`src/shared/uart_port_pkg.sv`:
```
// constants shared by the uart host port and serial channel
package uart_port_pkg;
  // register addresses on the 4-bit host address
  localparam logic [3:0] ADDR_MODE = 4'h0;
  localparam logic [3:0] ADDR_STAT_CSEL = 4'h1;
  localparam logic [3:0] ADDR_CMD = 4'h2;
  localparam logic [3:0] ADDR_DATA = 4'h3;
  localparam logic [3:0] ADDR_CHG_AUX = 4'h4;
  localparam logic [3:0] ADDR_INT = 4'h5;
  localparam logic [3:0] ADDR_CTR_HI = 4'h6;
  localparam logic [3:0] ADDR_CTR_LO = 4'h7;
  localparam logic [3:0] ADDR_BAUD = 4'h8;
  localparam logic [3:0] ADDR_VECTOR = 4'h9;
  localparam logic [3:0] ADDR_OUT_CFG = 4'ha;
  localparam logic [3:0] ADDR_IN_SET = 4'hb;
  localparam logic [3:0] ADDR_OUT_CLR = 4'hc;
  // command codes in command bits 6:4
  localparam logic [2:0] CMD_PTR_RST = 3'h1;
  localparam logic [2:0] CMD_ERR_RST = 3'h2;
  localparam logic [2:0] CMD_CTR_GO = 3'h3;
  localparam logic [2:0] CMD_CTR_STOP = 3'h4;
  // mode register field positions
  localparam int MODE1_RX_RTS = 7;
  localparam int MODE2_LOOP = 7;
  localparam int MODE2_TX_RTS = 5;
  localparam int MODE2_CTS_EN = 4;
  // output configuration field positions
  localparam int CFG_OUT4_RXINT = 2;
  localparam int CFG_OUT6_TXINT = 3;
  localparam logic [1:0] OUT2_GEN = 2'h0;
  localparam logic [1:0] OUT2_TX16 = 2'h1;
  localparam logic [1:0] OUT2_TX1 = 2'h2;
  localparam logic [1:0] OUT2_RX1 = 2'h3;
  // reset values
  localparam logic [7:0] BAUD_RST = 8'h00;
  localparam logic [7:0] VECTOR_RST = 8'h0f;
  localparam logic [7:0] ZERO_RST = 8'h00;
  // timing
  localparam logic [3:0] OVERSAMPLE_LAST = 4'hf;
  localparam logic [3:0] HALF_BIT_START = 4'h8;
  localparam int FIFO_DEPTH = 16;
  localparam int SYNC_W = 9;
endpackage

```
`src/uart_port.sv`:
```
// uart host bus port, serial channel, multipurpose pins and tx fifo
`timescale 1ns/1ps
// Summary of operation
// - Chip select low enables data transfers; high floats the data lines unless interrupt acknowledge is low.
// - Read/write high means read, low means write, while chip select is low.
// - Interrupt acknowledge puts the vector on the bus and asserts transfer ack.
// - Transfer ack asserts on every read, write and acknowledge cycle.
// - Four address bits pick one internal register per access.
// - Reset clears status, masks, outputs config; outputs high, counter stopped, pointer first.
// - Interrupt request pulls low while any of five masked conditions holds.
// - Receiver: high is mark, low is space, least significant bit first.
// - Transmitter sends lsb first, holds mark when disabled, idle or looped back.
// - Output zero is general output or request-to-send with auto negation.
// - Output two: general output, tx 1x/16x clock or rx 1x clock.
// - Output four: general output or open-drain receive interrupt.
// - Output six: general output or open-drain transmit interrupt.
// - Input zero is general input or clear-to-send for flow control.
// - Inputs zero to three record changes of state.
// - Input two may clock the counter/timer.
// - External tx clock shifts each bit out on its falling edge.
// - External rx clock samples data on its rising edge.
module uart_fifo #(parameter int WIDTH = 8, parameter int DEPTH = 16)
(
  input wire logic mclk_i,
  input wire logic arst_n_i,
  input wire logic in_valid_i,
  output logic in_ready_o,
  input wire logic [WIDTH-1:0] in_data_i,
  output logic out_valid_o,
  input wire logic out_ready_i,
  output logic [WIDTH-1:0] out_data_o
);
  localparam int AW = $clog2(DEPTH);
  logic [WIDTH-1:0] mem [DEPTH];
  logic [AW:0] wr_q, rd_q;
  // pointers one bit wider so full and empty differ
  assign in_ready_o = (wr_q[AW-1:0] != rd_q[AW-1:0]) || (wr_q[AW] == rd_q[AW]);
  assign out_valid_o = wr_q != rd_q;
  assign out_data_o = mem[rd_q[AW-1:0]];
  always_ff @(posedge mclk_i)
  begin
    if (in_valid_i && in_ready_o)
      mem[wr_q[AW-1:0]] <= in_data_i;
  end
  always_ff @(posedge mclk_i or negedge arst_n_i)
  begin
    if (!arst_n_i)
    begin
      wr_q <= '0;
      rd_q <= '0;
    end
    else
    begin
      if (in_valid_i && in_ready_o)
        wr_q <= wr_q + 1'b1;
      if (out_valid_o && out_ready_i)
        rd_q <= rd_q + 1'b1;
    end
  end
endmodule

module uart_port
  import uart_port_pkg::*;
(
  input wire logic mclk_i,
  input wire logic arst_n_i,
  input wire logic chip_select_n_i,
  input wire logic read_not_write_i,
  input wire logic int_ack_n_i,
  input wire logic [3:0] addr_i,
  input wire logic [7:0] data_i,
  output logic [7:0] data_o,
  output logic data_oe_o,
  output logic transfer_ack_n_o,
  output logic transfer_ack_n_oe_o,
  output logic irq_n_o,
  output logic irq_n_oe_o,
  input wire logic serial_in_i,
  output logic serial_out_o,
  input wire logic [5:0] gen_in_i,
  output logic [7:0] gen_out_o,
  output logic [7:0] gen_out_oe_o
);
  typedef enum logic {BUS_IDLE, BUS_ACK} bus_state_t;
  typedef enum logic [1:0] {SER_IDLE, SER_START, SER_DATA, SER_STOP} ser_state_t;
  logic [SYNC_W-1:0] raw, s1_q, s2_q, s3_q, filt_q, prev_q;
  logic cs_n, iack_n, rx_pin, in0_cts_n, in2_rise, in3_fall, in4_rise;
  bus_state_t bus_q;
  logic [7:0] mode1_q, mode2_q, csel_q, aux_q, int_mask_q, vector_q, out_cfg_q, out_port_q, baud_q;
  logic [7:0] ctr_hi_q, ctr_lo_q, rx_hold_q, int_stat;
  logic mode_ptr_q, rx_en_q, tx_en_q, rx_rdy_q, overrun_q, frame_q, ctr_rdy_q, ctr_run_q;
  logic [3:0] chg_q;
  logic [15:0] ctr_q;
  logic [7:0] div_q;
  logic tick_q, tx16_q;
  logic do_acc, wr_acc, rd_acc, fifo_in_rdy, fifo_vld, fifo_pop;
  logic [7:0] fifo_dat;
  ser_state_t tx_q, rx_q;
  logic [3:0] tx_ph_q, rx_ph_q;
  logic [2:0] tx_cnt_q, rx_cnt_q;
  logic [7:0] tx_sh_q, rx_sh_q;
  logic tx_line_q, tx_bit, rx_samp, rx_bit, rx_done;

  // acknowledge, chip select, serial and general inputs pass three flops; a change counts when flops two and three agree
  assign raw = {int_ack_n_i, chip_select_n_i, serial_in_i, gen_in_i};
  for (genvar g = 0; g < SYNC_W; g++)
  begin : g_sync
    always_ff @(posedge mclk_i or negedge arst_n_i)
    begin
      if (!arst_n_i)
      begin
        s1_q[g] <= 1'b1;
        s2_q[g] <= 1'b1;
        s3_q[g] <= 1'b1;
        filt_q[g] <= 1'b1;
        prev_q[g] <= 1'b1;
      end
      else
      begin
        s1_q[g] <= raw[g];
        s2_q[g] <= s1_q[g];
        s3_q[g] <= s2_q[g];
        if (s2_q[g] == s3_q[g])
          filt_q[g] <= s3_q[g];
        prev_q[g] <= filt_q[g];
      end
    end
  end
  assign iack_n = filt_q[8];
  assign cs_n = filt_q[7];
  assign rx_pin = filt_q[6]; // high is mark
  assign in0_cts_n = filt_q[0];
  assign in2_rise = filt_q[2] && !prev_q[2];
  assign in3_fall = !filt_q[3] && prev_q[3];
  assign in4_rise = filt_q[4] && !prev_q[4];

  // bus cycle: a tx data write waits for fifo room, stretching the acknowledge
  assign do_acc = (bus_q == BUS_IDLE) && (!cs_n || !iack_n)
    && !(!cs_n && iack_n && !read_not_write_i && addr_i == ADDR_DATA && !fifo_in_rdy);
  assign wr_acc = do_acc && iack_n && !read_not_write_i;
  assign rd_acc = do_acc && iack_n && read_not_write_i;
  always_ff @(posedge mclk_i or negedge arst_n_i)
  begin
    if (!arst_n_i)
      bus_q <= BUS_IDLE;
    else if (do_acc)
      bus_q <= BUS_ACK;
    else if (bus_q == BUS_ACK && cs_n && iack_n)
      bus_q <= BUS_IDLE;
  end
  assign transfer_ack_n_o = bus_q != BUS_ACK;
  assign transfer_ack_n_oe_o = !cs_n || !iack_n || bus_q == BUS_ACK;
  assign data_oe_o = bus_q == BUS_ACK && !cs_n_or_write(cs_n, iack_n, read_not_write_i);

  function automatic logic cs_n_or_write(input logic c_n, input logic a_n, input logic rnw);
    cs_n_or_write = a_n && (c_n || !rnw);
  endfunction

  // read data captured when the access is taken
  always_ff @(posedge mclk_i or negedge arst_n_i)
  begin
    if (!arst_n_i)
      data_o <= 8'h00;
    else if (do_acc && !iack_n)
      data_o <= vector_q;
    else if (rd_acc)
    begin
      case (addr_i)
        ADDR_MODE: data_o <= mode_ptr_q ? mode2_q : mode1_q;
        ADDR_STAT_CSEL: data_o <= {2'b00, frame_q, overrun_q, !fifo_vld && tx_q == SER_IDLE, fifo_in_rdy, 1'b0, rx_rdy_q};
        ADDR_DATA: data_o <= rx_hold_q;
        ADDR_CHG_AUX: data_o <= {chg_q, filt_q[3:0]};
        ADDR_INT: data_o <= int_stat;
        ADDR_CTR_HI: data_o <= ctr_q[15:8];
        ADDR_CTR_LO: data_o <= ctr_q[7:0];
        ADDR_BAUD: data_o <= baud_q;
        ADDR_VECTOR: data_o <= vector_q;
        ADDR_OUT_CFG: data_o <= out_cfg_q;
        ADDR_IN_SET: data_o <= {2'b00, filt_q[5:0]};
        default: data_o <= 8'h00;
      endcase
    end
  end

  // host-written configuration; reset clears masks, port and config
  always_ff @(posedge mclk_i or negedge arst_n_i)
  begin
    if (!arst_n_i)
    begin
      mode1_q <= ZERO_RST;
      mode2_q <= ZERO_RST;
      mode_ptr_q <= 1'b0;
      csel_q <= ZERO_RST;
      aux_q <= ZERO_RST;
      int_mask_q <= ZERO_RST;
      vector_q <= VECTOR_RST;
      out_cfg_q <= ZERO_RST;
      baud_q <= BAUD_RST;
      ctr_hi_q <= ZERO_RST;
      ctr_lo_q <= ZERO_RST;
      rx_en_q <= 1'b0;
      tx_en_q <= 1'b0;
    end
    else
    begin
      if ((wr_acc || rd_acc) && addr_i == ADDR_MODE)
        mode_ptr_q <= 1'b1;
      if (wr_acc)
      begin
        case (addr_i)
          ADDR_MODE: if (mode_ptr_q) mode2_q <= data_i; else mode1_q <= data_i;
          ADDR_STAT_CSEL: csel_q <= data_i;
          ADDR_CMD:
          begin
            if (data_i[0]) rx_en_q <= 1'b1;
            if (data_i[1]) rx_en_q <= 1'b0;
            if (data_i[2]) tx_en_q <= 1'b1;
            if (data_i[3]) tx_en_q <= 1'b0;
            if (data_i[6:4] == CMD_PTR_RST) mode_ptr_q <= 1'b0;
          end
          ADDR_CHG_AUX: aux_q <= data_i;
          ADDR_INT: int_mask_q <= data_i;
          ADDR_CTR_HI: ctr_hi_q <= data_i;
          ADDR_CTR_LO: ctr_lo_q <= data_i;
          ADDR_BAUD: baud_q <= data_i;
          ADDR_VECTOR: vector_q <= data_i;
          ADDR_OUT_CFG: out_cfg_q <= data_i;
          default: ;
        endcase
      end
    end
  end

  // output port bits; rts negates on its own when rx holds a char or tx is disabled and drained
  always_ff @(posedge mclk_i or negedge arst_n_i)
  begin
    if (!arst_n_i)
      out_port_q <= ZERO_RST; // pins read high
    else if (wr_acc && addr_i == ADDR_IN_SET)
      out_port_q <= out_port_q | data_i;
    else if (wr_acc && addr_i == ADDR_OUT_CLR)
      out_port_q <= out_port_q & ~data_i;
    else if ((mode1_q[MODE1_RX_RTS] && rx_rdy_q)
      || (mode2_q[MODE2_TX_RTS] && !tx_en_q && !fifo_vld && tx_q == SER_IDLE))
      out_port_q[0] <= 1'b0;
  end

  // status flags: hardware set wins over the clearing read or command
  assign rx_done = rx_q == SER_STOP && rx_samp;
  always_ff @(posedge mclk_i or negedge arst_n_i)
  begin
    if (!arst_n_i)
    begin
      rx_rdy_q <= 1'b0;
      overrun_q <= 1'b0;
      frame_q <= 1'b0;
      rx_hold_q <= 8'h00;
      chg_q <= 4'h0;
    end
    else
    begin
      if (rd_acc && addr_i == ADDR_DATA)
        rx_rdy_q <= 1'b0;
      if (wr_acc && addr_i == ADDR_CMD && data_i[6:4] == CMD_ERR_RST)
      begin
        overrun_q <= 1'b0;
        frame_q <= 1'b0;
      end
      if (rx_done && rx_en_q)
      begin
        rx_rdy_q <= 1'b1;
        rx_hold_q <= rx_sh_q;
        frame_q <= !rx_bit;
        if (rx_rdy_q && !(rd_acc && addr_i == ADDR_DATA))
          overrun_q <= 1'b1;
      end
      chg_q <= ((rd_acc && addr_i == ADDR_CHG_AUX) ? 4'h0 : chg_q) | (filt_q[3:0] ^ prev_q[3:0]);
    end
  end
  assign int_stat = {3'b000, overrun_q, ctr_rdy_q, |chg_q, rx_rdy_q, fifo_in_rdy && tx_en_q};
  assign irq_n_o = 1'b0;
  assign irq_n_oe_o = |(int_stat & int_mask_q);

  // counter/timer from the clock or input two; stopped by reset
  always_ff @(posedge mclk_i or negedge arst_n_i)
  begin
    if (!arst_n_i)
    begin
      ctr_run_q <= 1'b0;
      ctr_rdy_q <= 1'b0;
      ctr_q <= 16'h0000;
    end
    else if (wr_acc && addr_i == ADDR_CMD && data_i[6:4] == CMD_CTR_GO)
    begin
      ctr_run_q <= 1'b1;
      ctr_q <= {ctr_hi_q, ctr_lo_q};
    end
    else if (wr_acc && addr_i == ADDR_CMD && data_i[6:4] == CMD_CTR_STOP)
    begin
      ctr_run_q <= 1'b0;
      ctr_rdy_q <= 1'b0;
    end
    else if (ctr_run_q && (!aux_q[0] || in2_rise))
    begin
      ctr_q <= (ctr_q == 16'h0000) ? {ctr_hi_q, ctr_lo_q} : ctr_q - 16'h0001;
      if (ctr_q == 16'h0000)
        ctr_rdy_q <= 1'b1;
    end
  end

  // 16x tick from the baud divisor
  always_ff @(posedge mclk_i or negedge arst_n_i)
  begin
    if (!arst_n_i)
    begin
      div_q <= 8'h00;
      tick_q <= 1'b0;
      tx16_q <= 1'b0;
    end
    else
    begin
      tick_q <= div_q == baud_q;
      div_q <= (div_q == baud_q) ? 8'h00 : div_q + 8'h01;
      if (tick_q)
        tx16_q <= !tx16_q;
    end
  end

  // transmitter; external clock shifts on its falling edge
  assign tx_bit = csel_q[0] ? in3_fall : (tick_q && tx_ph_q == OVERSAMPLE_LAST);
  assign fifo_pop = tx_q == SER_IDLE && tx_en_q && fifo_vld && tx_bit
    && !(mode2_q[MODE2_CTS_EN] && in0_cts_n);
  always_ff @(posedge mclk_i or negedge arst_n_i)
  begin
    if (!arst_n_i)
    begin
      tx_q <= SER_IDLE;
      tx_ph_q <= 4'h0;
      tx_cnt_q <= 3'h0;
      tx_sh_q <= 8'h00;
      tx_line_q <= 1'b1; // mark
    end
    else
    begin
      if (tick_q)
        tx_ph_q <= tx_ph_q + 4'h1;
      case (tx_q)
        SER_IDLE:
        begin
          tx_line_q <= 1'b1;
          if (fifo_pop)
          begin
            tx_sh_q <= fifo_dat;
            tx_line_q <= 1'b0;
            tx_q <= SER_START;
          end
        end
        SER_START, SER_DATA:
          if (tx_bit)
          begin
            // start slot sends bit 0, seven data slots follow, so the stop bit never eats bit 7
            if (tx_q == SER_DATA && tx_cnt_q == 3'h7)
            begin
              tx_line_q <= 1'b1;
              tx_cnt_q <= 3'h0;
              tx_q <= SER_STOP;
            end
            else
            begin
              tx_line_q <= tx_sh_q[0]; // lsb first
              tx_sh_q <= {1'b0, tx_sh_q[7:1]};
              if (tx_q == SER_START)
                tx_q <= SER_DATA;
              else
                tx_cnt_q <= tx_cnt_q + 3'h1;
            end
          end
        SER_STOP:
          if (tx_bit)
            tx_q <= SER_IDLE;
        default: tx_q <= SER_IDLE;
      endcase
    end
  end
  assign serial_out_o = tx_line_q || mode2_q[MODE2_LOOP]; // mark in loopback

  // receiver; external clock samples on its rising edge
  assign rx_bit = mode2_q[MODE2_LOOP] ? tx_line_q : rx_pin;
  assign rx_samp = csel_q[4] ? in4_rise : (tick_q && rx_ph_q == OVERSAMPLE_LAST);
  always_ff @(posedge mclk_i or negedge arst_n_i)
  begin
    if (!arst_n_i)
    begin
      rx_q <= SER_IDLE;
      rx_ph_q <= 4'h0;
      rx_cnt_q <= 3'h0;
      rx_sh_q <= 8'h00;
    end
    else
    begin
      if (tick_q)
        rx_ph_q <= rx_ph_q + 4'h1;
      case (rx_q)
        SER_IDLE:
          if (!rx_bit && !csel_q[4])
          begin
            rx_ph_q <= HALF_BIT_START; // centre of the start bit
            rx_q <= SER_START;
          end
          else if (!rx_bit && rx_samp)
            rx_q <= SER_DATA;
        SER_START:
          if (rx_samp)
            rx_q <= rx_bit ? SER_IDLE : SER_DATA; // glitch rejected
        SER_DATA:
          if (rx_samp)
          begin
            rx_sh_q <= {rx_bit, rx_sh_q[7:1]}; // lsb first
            rx_cnt_q <= rx_cnt_q + 3'h1;
            if (rx_cnt_q == 3'h7)
              rx_q <= SER_STOP;
          end
        SER_STOP:
          if (rx_samp)
            rx_q <= SER_IDLE;
        default: rx_q <= SER_IDLE;
      endcase
    end
  end

  uart_fifo #(.WIDTH(8), .DEPTH(FIFO_DEPTH)) u_tx_fifo (
    .mclk_i(mclk_i), .arst_n_i(arst_n_i),
    .in_valid_i(wr_acc && addr_i == ADDR_DATA), .in_ready_o(fifo_in_rdy), .in_data_i(data_i),
    .out_valid_o(fifo_vld), .out_ready_i(fifo_pop), .out_data_o(fifo_dat));

  // multipurpose output pins; pin level is the inverse of the port bit
  always_comb
  begin
    gen_out_o = ~out_port_q;
    gen_out_oe_o = 8'hff;
    case (out_cfg_q[1:0])
      OUT2_TX16: gen_out_o[2] = tx16_q;
      OUT2_TX1: gen_out_o[2] = tx_ph_q[3];
      OUT2_RX1: gen_out_o[2] = rx_ph_q[3];
      default: gen_out_o[2] = ~out_port_q[2];
    endcase
    if (out_cfg_q[CFG_OUT4_RXINT])
    begin
      gen_out_o[4] = 1'b0;
      gen_out_oe_o[4] = int_stat[1];
    end
    if (out_cfg_q[CFG_OUT6_TXINT])
    begin
      gen_out_o[6] = 1'b0;
      gen_out_oe_o[6] = int_stat[0];
    end
  end
endmodule

```
`config.mk`:
```
export PLATFORM = sky130hd
export DESIGN_NAME = uart_port
export DESIGN_NICKNAME = d
export VERILOG_FILES = /design/src/shared/uart_port_pkg.sv /design/src/uart_port.sv
export SDC_FILE = /design/constraint.sdc
export NUM_CORES = 1
export LEC_CHECK = 0
export BUFFER_PORTS_ARGS = -buffer_cell sky130_fd_sc_hd__buf_4
export CELL_PAD_IN_SITES_DETAIL_PLACEMENT = 2
export CELL_PAD_IN_SITES_GLOBAL_PLACEMENT = 2
export CORE_ASPECT_RATIO = 1.1
export CORE_MARGIN = 8
export CORE_UTILIZATION = 48
export DETAILED_ROUTE_END_ITERATION = 6
export MAX_ROUTING_LAYER = met4
export PLACE_DENSITY_LB_ADDON = 0.1
export SYNTH_ARGS = -nofsm -noshare
export SYNTH_HDL_FRONTEND = slang
export SYNTH_SLANG_ARGS = --single-unit
```
`constraint.sdc`:
```
create_clock -name mclk_i -period 6.3 [get_ports mclk_i]
set_input_delay 0.945 -clock mclk_i [delete_from_list [all_inputs] [get_ports mclk_i]]
set_output_delay 0.945 -clock mclk_i [all_outputs]
set_load 0.03 [all_outputs]
```
After elaboration in Yosys (flattened, before gate mapping)
Memory sizes are Yosys's and may differ from the RTL's.
Cells that the tools add are included.
{"block": "totals", "ff_bits": 219, "output_inout_bits": 30, "ram_bits": 128, "mem_count": 1}
{"block": "op_classes", "n_mux": 73, "n_bitwise": 11, "reduce_logical": 114, "addsub": 8, "eq_ne": 54}
{"memory": "u_tx_fifo.mem", "words": 16, "word_bits": 8, "read_ports": 1, "rd_clocked_by_memory_dff": 0, "write_ports": 1, "line": "uart_port.sv:34", "rtl": "logic [WIDTH-1:0] mem [DEPTH];"}
{"op": "one-hot mux 8 bit (11 select lines)", "n": 1}
{"op": "2-to-1 mux 16 bit", "n": 4}
{"op": "2-to-1 mux 8 bit", "n": 8}
{"op": "logical AND 1 bit", "n": 49}
{"op": "2-to-1 mux 1 bit", "n": 36}
{"op": "equality test 4 bit, second input constant", "n": 7}
{"op": "2-to-1 mux 2 bit", "n": 12}
{"op": "nonzero test 2 bit", "n": 12}
{"op": "AND reduction 2 bit", "n": 11}
{"op": "!= test 2 bit, second input constant", "n": 9}
{"op": "AND reduction 3 bit", "n": 6}
{"op": "zero test 1 bit", "n": 17}
{"op": "equality test 4 x 3 -> 1 bit, second input constant", "n": 4}
{"op": "zero test 16 bit", "n": 1}
{"op": "2-to-1 mux 4 bit", "n": 4}
{"op": "inverter 8 bit", "n": 2}
{"op": "one-hot mux 8 bit (2 select lines)", "n": 1}
{"op": "subtractor 16 x 1 -> 16 bit, second input constant", "n": 1}
{"op": "equality test 2 bit, second input constant", "n": 6}
{"op": "adder 5 x 1 -> 5 bit, second input constant", "n": 2}
{"op": "equality test 1 bit", "n": 10}
{"op": "equality test 3 bit, second input constant", "n": 3}
{"op": "adder 4 x 1 -> 4 bit, second input constant", "n": 2}
{"op": "adder 8 x 1 -> 8 bit, second input constant", "n": 1}
{"op": "32 further kinds", "n": 51}

Logic depth before layout (Yosys ltp)
{"block": "depth", "word_depth": 15, "mapped_depth": 9, "mapped_depth_nobuf": 7}

Cells and area by module
From an unflattened synthesis, not the netlist that was laid out.
{"block": "unflattened", "hier_cells": 1115, "hier_area_um2": 15240.9}
{"module": "uart_port", "seq_area_each_um2": 5137.4, "n_inst": 1, "cells_each": 822, "area_each_um2": 9530.4}
{"module": "uart_fifo", "seq_area_each_um2": 4093.9, "n_inst": 1, "cells_each": 293, "area_each_um2": 5710.5}

Worst setup path after synthesis
No wires, ideal clock.
{"block": "synth_path", "path_kind": "input to register", "from": "input addr_i[1]", "to": "memory u_tx_fifo.mem[3][0] (enable)", "n_path_buf": 3, "t_arrival_ns": 2.736, "required_time_ns": 5.917, "slack_ns": 3.180, "cell_stages": 8, "setup_ns": 0.383, "cell_sequence": "clkbuf_1 and2_1 clkbuf_1 and3_1 o21a_1 clkbuf_1 nand2_1 nor3_1"}
{"block": "synth_between", "elab_chain_cells": 11}
{"item": "start, declared", "line": "uart_port.sv:70", "rtl": "input wire logic [3:0] addr_i,"}
{"item": "equality test 4 x 2 -> 1 bit *", "line": "uart_port.sv:139, uart_port.sv:433"}
{"item": "logical AND 1 bit (2 in a row)", "line": "uart_port.sv:139", "rtl": "&& !(!cs_n && iack_n && !read_not_write_i && addr_i == ADDR_DATA && !fifo_in_rdy);"}
{"item": "zero test 1 bit", "line": "uart_port.sv:139"}
{"item": "logical AND 1 bit", "line": "uart_port.sv:139"}
{"item": "logical AND 1 bit (2 in a row)", "line": "uart_port.sv:140", "rtl": "assign wr_acc = do_acc && iack_n && !read_not_write_i;"}
{"item": "logical AND 1 bit *", "line": "uart_port.sv:433", "rtl": ".in_valid_i(wr_acc && addr_i == ADDR_DATA), .in_ready_o(fifo_in_rdy), .in_data_i(data_i),"}
{"item": "logical AND 1 bit *", "line": "uart_port.sv:42", "rtl": "if (in_valid_i && in_ready_o)"}
{"item": "2-to-1 mux 1 bit *", "line": "uart_port.sv:42"}
{"item": "2-to-1 mux 1 bit (not written as such) *", "line": "uart_port.sv:43", "rtl": "mem[wr_q[AW-1:0]] <= in_data_i;"}
{"item": "end, declared", "line": "uart_port.sv:34"}
Every way passes the cells marked *; elsewhere a longest branch is shown, timed or not.

Final worst setup path
{"block": "layout_path", "from": "register u_tx_fifo.rd_q[0]", "to": "output irq_n_oe_o"}
{"block": "layout_between", "elab_chain_cells": 5}
{"item": "start, declared", "line": "uart_port.sv:35", "rtl": "logic [AW:0] wr_q, rd_q;"}
{"item": "start signal, assigned", "line": "uart_port.sv:57", "rtl": "rd_q <= rd_q + 1'b1;"}
{"item": "!= test 4 bit", "line": "uart_port.sv:37", "rtl": "assign in_ready_o = (wr_q[AW-1:0] != rd_q[AW-1:0]) || (wr_q[AW] == rd_q[AW]);"}
{"item": "logical OR 1 bit", "line": "uart_port.sv:37"}
{"item": "logical AND 1 bit", "line": "uart_port.sv:280", "rtl": "assign int_stat = {3'b000, overrun_q, ctr_rdy_q, |chg_q, rx_rdy_q, fifo_in_rdy && tx_en_q};"}
{"item": "bitwise AND 5 x 8 -> 8 bit", "line": "uart_port.sv:282", "rtl": "assign irq_n_oe_o = |(int_stat & int_mask_q);"}
{"item": "OR reduction 8 bit", "line": "uart_port.sv:282"}
{"item": "end, declared", "line": "uart_port.sv:77", "rtl": "output logic irq_n_oe_o,"}
Every way passes these cells.

==> results.json <==
{
  "via_per_inst": 6.01,
  "synthAdderAreaFrac_pct": 2.60,
  "root_buffer": "clkbuf_16",
  "synth_cells": 1121,
  "synthTopCellsByArea": "dfrtp_1, edfxtp_1, dfstp_2",
  "multi_input_area_mm2": 0.00538,
  "ys_async_sr_fraction_pct": 62.5,
  "power_switching_mw": 1.79,
  "rr_startpoint": "u_tx_fifo.rd_q[0]",
  "p_per_area_mw_per_mm2": 361,
  "initial_core_util_pct": 48.3,
  "cts_tree": "yes",
  "skew_ns": 0.0159,
  "drtIter0Drc": 568,
  "synth.distinct_cells": 68,
  "grt_max_degree": 90,
  "numClockSinks": 341,
  "synth_edf_count": 128,
  "clock_path_buffers": 3,
  "avgRoutedWirePerCell_um": 28.7,
  "port_buffers": 46,
  "synth_compound_area_share_pct": 7.84,
  "hold_depth": 0,
  "arrival_ns": 2.93,
  "post_synth_mux_area_share_pct": 13.8,
  "synth_top_cell_by_area": "dfrtp_1",
  "crit_required_ns": 5.35,
  "vias": 9634,
  "drc": 0,
  "die_area_mm2": 0.0372,
  "synthSimpleGateAreaFrac_pct": 9.24,
  "p_sw_share_pct": 29.3,
  "antenna_cells": 0,
  "clkTransAtPathRegs_ns": 0.06,
  "rsz0062_at_grt": "no",
  "fillCellCount": 2863,
  "cp_max_fo": 43,
  "pwr-share-seq_pct": 46.1,
  "area_growth_syn_to_layout_pct": 12.9,
  "htreeDepth": 2,
  "leakage_nw": 6.92,
  "final_nets": 1201,
  "drive_gt1_share_pct": 24.5,
  "drv_cap": 0,
  "hpwl_um": 30100,
  "first_pass_iters": 6,
  "grt_first_pass_wirelength_um": 71200,
  "power_frac_comb_pct": 16.6,
  "grtUsageTotal_pct": 26.1,
  "synthXorXnorAreaFrac_pct": 2.22,
  "tns_ns": 0,
  "cts_setup_buffers": 0,
  "crit_chain": "buf_4, xnor2_1, nand4_1, nand2b_1, nand3_1, nand3_1, buf_4",
  "ys.flop_type": "dfrtp_1",
  "io_pins": 54,
  "finalCritPeriodShare_pct": 61.5,
  "cts_made_buffers": 37,
  "tightest_slew_ns": 1.38,
  "synth_top_area_share_pct": 27.9,
  "irDropWorstVdd_mv": 0.243,
  "syn_avg_cell_area_um2": 13.4,
  "maxSlewViolCount": 0,
  "seq_area_mm2": 0.00923,
  "timing.rr.end": "u_tx_fifo.mem[3][2]",
  "clockPowerShare_pct": 37.4,
  "max_stage_delay_ns": 0.60,
  "synth_top_family_by_area": "multiplexers",
  "ant_nets": 0,
  "die_height_um": 201,
  "r2r_slack_ns": 2.70,
  "ctsHoldBuffers": 0,
  "hold_class": "flop to flop",
  "ys_ff_latch": 341,
  "p_int_mw": 4.32,
  "postCtsResizedCells": 0,
  "syn_area_mm2": 0.0150,
  "antenna_found_initial": 0,
  "die_w_um": 185,
  "hold_violations": 0,
  "period_minus_slack_ns": 3.87,
  "clk_latency_ns": 0.52,
  "critPathSlowestCell": "buf_4",
  "globalplace.congestion": 0.871,
  "final_util_pct": 54.5,
  "holdPathEnd": "s2_q[7]",
  "ys_seq_area_share_pct": 61.5,
  "overflow": 0,
  "rr_worst_depth": 6,
  "setup_viol": 0,
  "hp-start": "s1_q[7]",
  "status": "finished, final reports clean",
  "yosys_warnings": 0,
  "drt_wl_total_um": 45900,
  "final_cells": 1602,
  "place_inst": 1534,
  "grt_pass1_vias": 11200,
  "holdWs_ns": 0.356,
  "rows": 68,
  "coreArea_mm2": 0.0311,
  "fmax_mhz": 258,
  "criticalPathCategory": "flop to output pin",
  "slew_headroom_pct": 7.91,
  "cp-start-kind": "flop",
  "end_kind": "output pin"
}
-- worst max-delay path by stage --
stage	startpoint	end	slack, ns	cells after the start
3_5_place_dp	read_not_write_i	u_tx_fifo.mem[3][6]	2.41	7
4_1_cts	u_tx_fifo.rd_q[0]	irq_n_oe_o	2.38	7
6_report	u_tx_fifo.rd_q[0]	irq_n_oe_o	2.43	7
5_1_grt	u_tx_fifo.rd_q[0]	irq_n_oe_o	2.25	7
2_1_floorplan	addr_i[1]	u_tx_fifo.mem[3][0]	3.18	8
3_3_place_gp	read_not_write_i	u_tx_fifo.mem[3][2]	2.69	7
-- cells in the final DEF, fill, tap and decap left out, drive strengths merged, types with 6 or more instances in the layout --
cell type / n
dfrtp: 167
edfxtp: 128
mux2: 98
nand2: 92
clkbuf: 58
buf: 56
nor2: 55
dfstp: 46
o21ai: 36
mux2i: 33
inv: 29
and3: 28
mux4: 28
nand3: 25
xnor2: 24
ha: 24
a21oi: 24
nor3: 20
o22ai: 20
a22o: 17
xor2: 14
a22oi: 13
nand4: 12
o2bb2ai: 12
a211oi: 11
nand2b: 10
maj3: 9
nor2b: 7
conb: 7
and2: 6
-- flip-flops by register name, indices dropped and copies added, names as in the netlist, 9 cells and up, named ones only --
register,flops
ctr_q,16
s1_q,9
s3_q,9
s2_q,9
u_tx_fifo.mem,128
-- metal layers --
metal / vias to the layer above / GRT usage [%] / part of all wire, %
met3: 105 / 3.21 / 3.1
met2: 208 / 46.0 / 54
met1: 5131 / 29.9 / 39
met4: 0 / 9.83 / 4.0
met5: - / - / 0
li1: 4190 / - / -
-- synthesized netlist by cell type (11+ instances only) --
cell type and count:
o2bb2ai_1 12, xnor2_1 24, and3_1 28, mux2_2 97, nand2_1 92, clkbuf_1 44
nor2_1 55, ha_1 24, dfrtp_1 167, mux2i_1 33, o21ai_0 35, nand3_1 25
a21oi_1 23, mux4_2 28, xor2_1 14, a22o_1 17, nand4_1 12, a22oi_1 13
edfxtp_1 128, inv_1 28, a211oi_1 11, dfstp_2 46, o22ai_1 20, nor3_1 20
-- cell type report --
type | count | share of cell area [%]
timing repair buffer | 56 | 2.53
clock buffer | 58 | 6.36
multi-input combinational | 689 | 31.8
clock inverter | 10 | 1.09
tap | 420 | 3.10
inverter | 28 | 0.621
sequential | 341 | 54.5
-- logic make-up (layout without fill, tap and decap cells) --
logic type / count (synthesis) / after routing
DFF: 341 / 341
and+or+nand+nor: 281 / 281
AOI/OAI and AO/OA: 171 / 171
muxes: 159 / 159
buffers and inverters: 96 / 152
xor gates and xnor gates: 38 / 38
adders and majority gates: 33 / 33
other: 2 / 7
-- through the flow --
step	total power, mW	setup slack, ns	area, um2
2_1_floorplan	3.41	3.18	15000
3_3_place_gp	3.74	2.69	15700
3_5_place_dp	3.82	2.41	15700
4_1_cts	6.15	2.38	16900
5_1_grt	6.33	2.25	16900
6_report	6.11	2.43	16900
-- power by group through the flow --
stage / clock network, mW / registers (mW) / logic (mW)
4_1_cts: 2.32 / 2.81 / 1.02
2_1_floorplan: 0 / 2.75 / 0.665
6_report: 2.28 / 2.81 / 1.01
5_1_grt: 2.38 / 2.84 / 1.11
3_5_place_dp: 0 / 2.84 / 0.980
3_3_place_gp: 0 / 2.82 / 0.919
-- worst max-delay path: cells and delay by family (launching register included) --
kind          cells  cell delay, ns
flops             1            0.34
simple gates      4            0.98
xor+xnor          1            0.25
buf+inv           2            0.80
(Power assumes the default switching activity.)
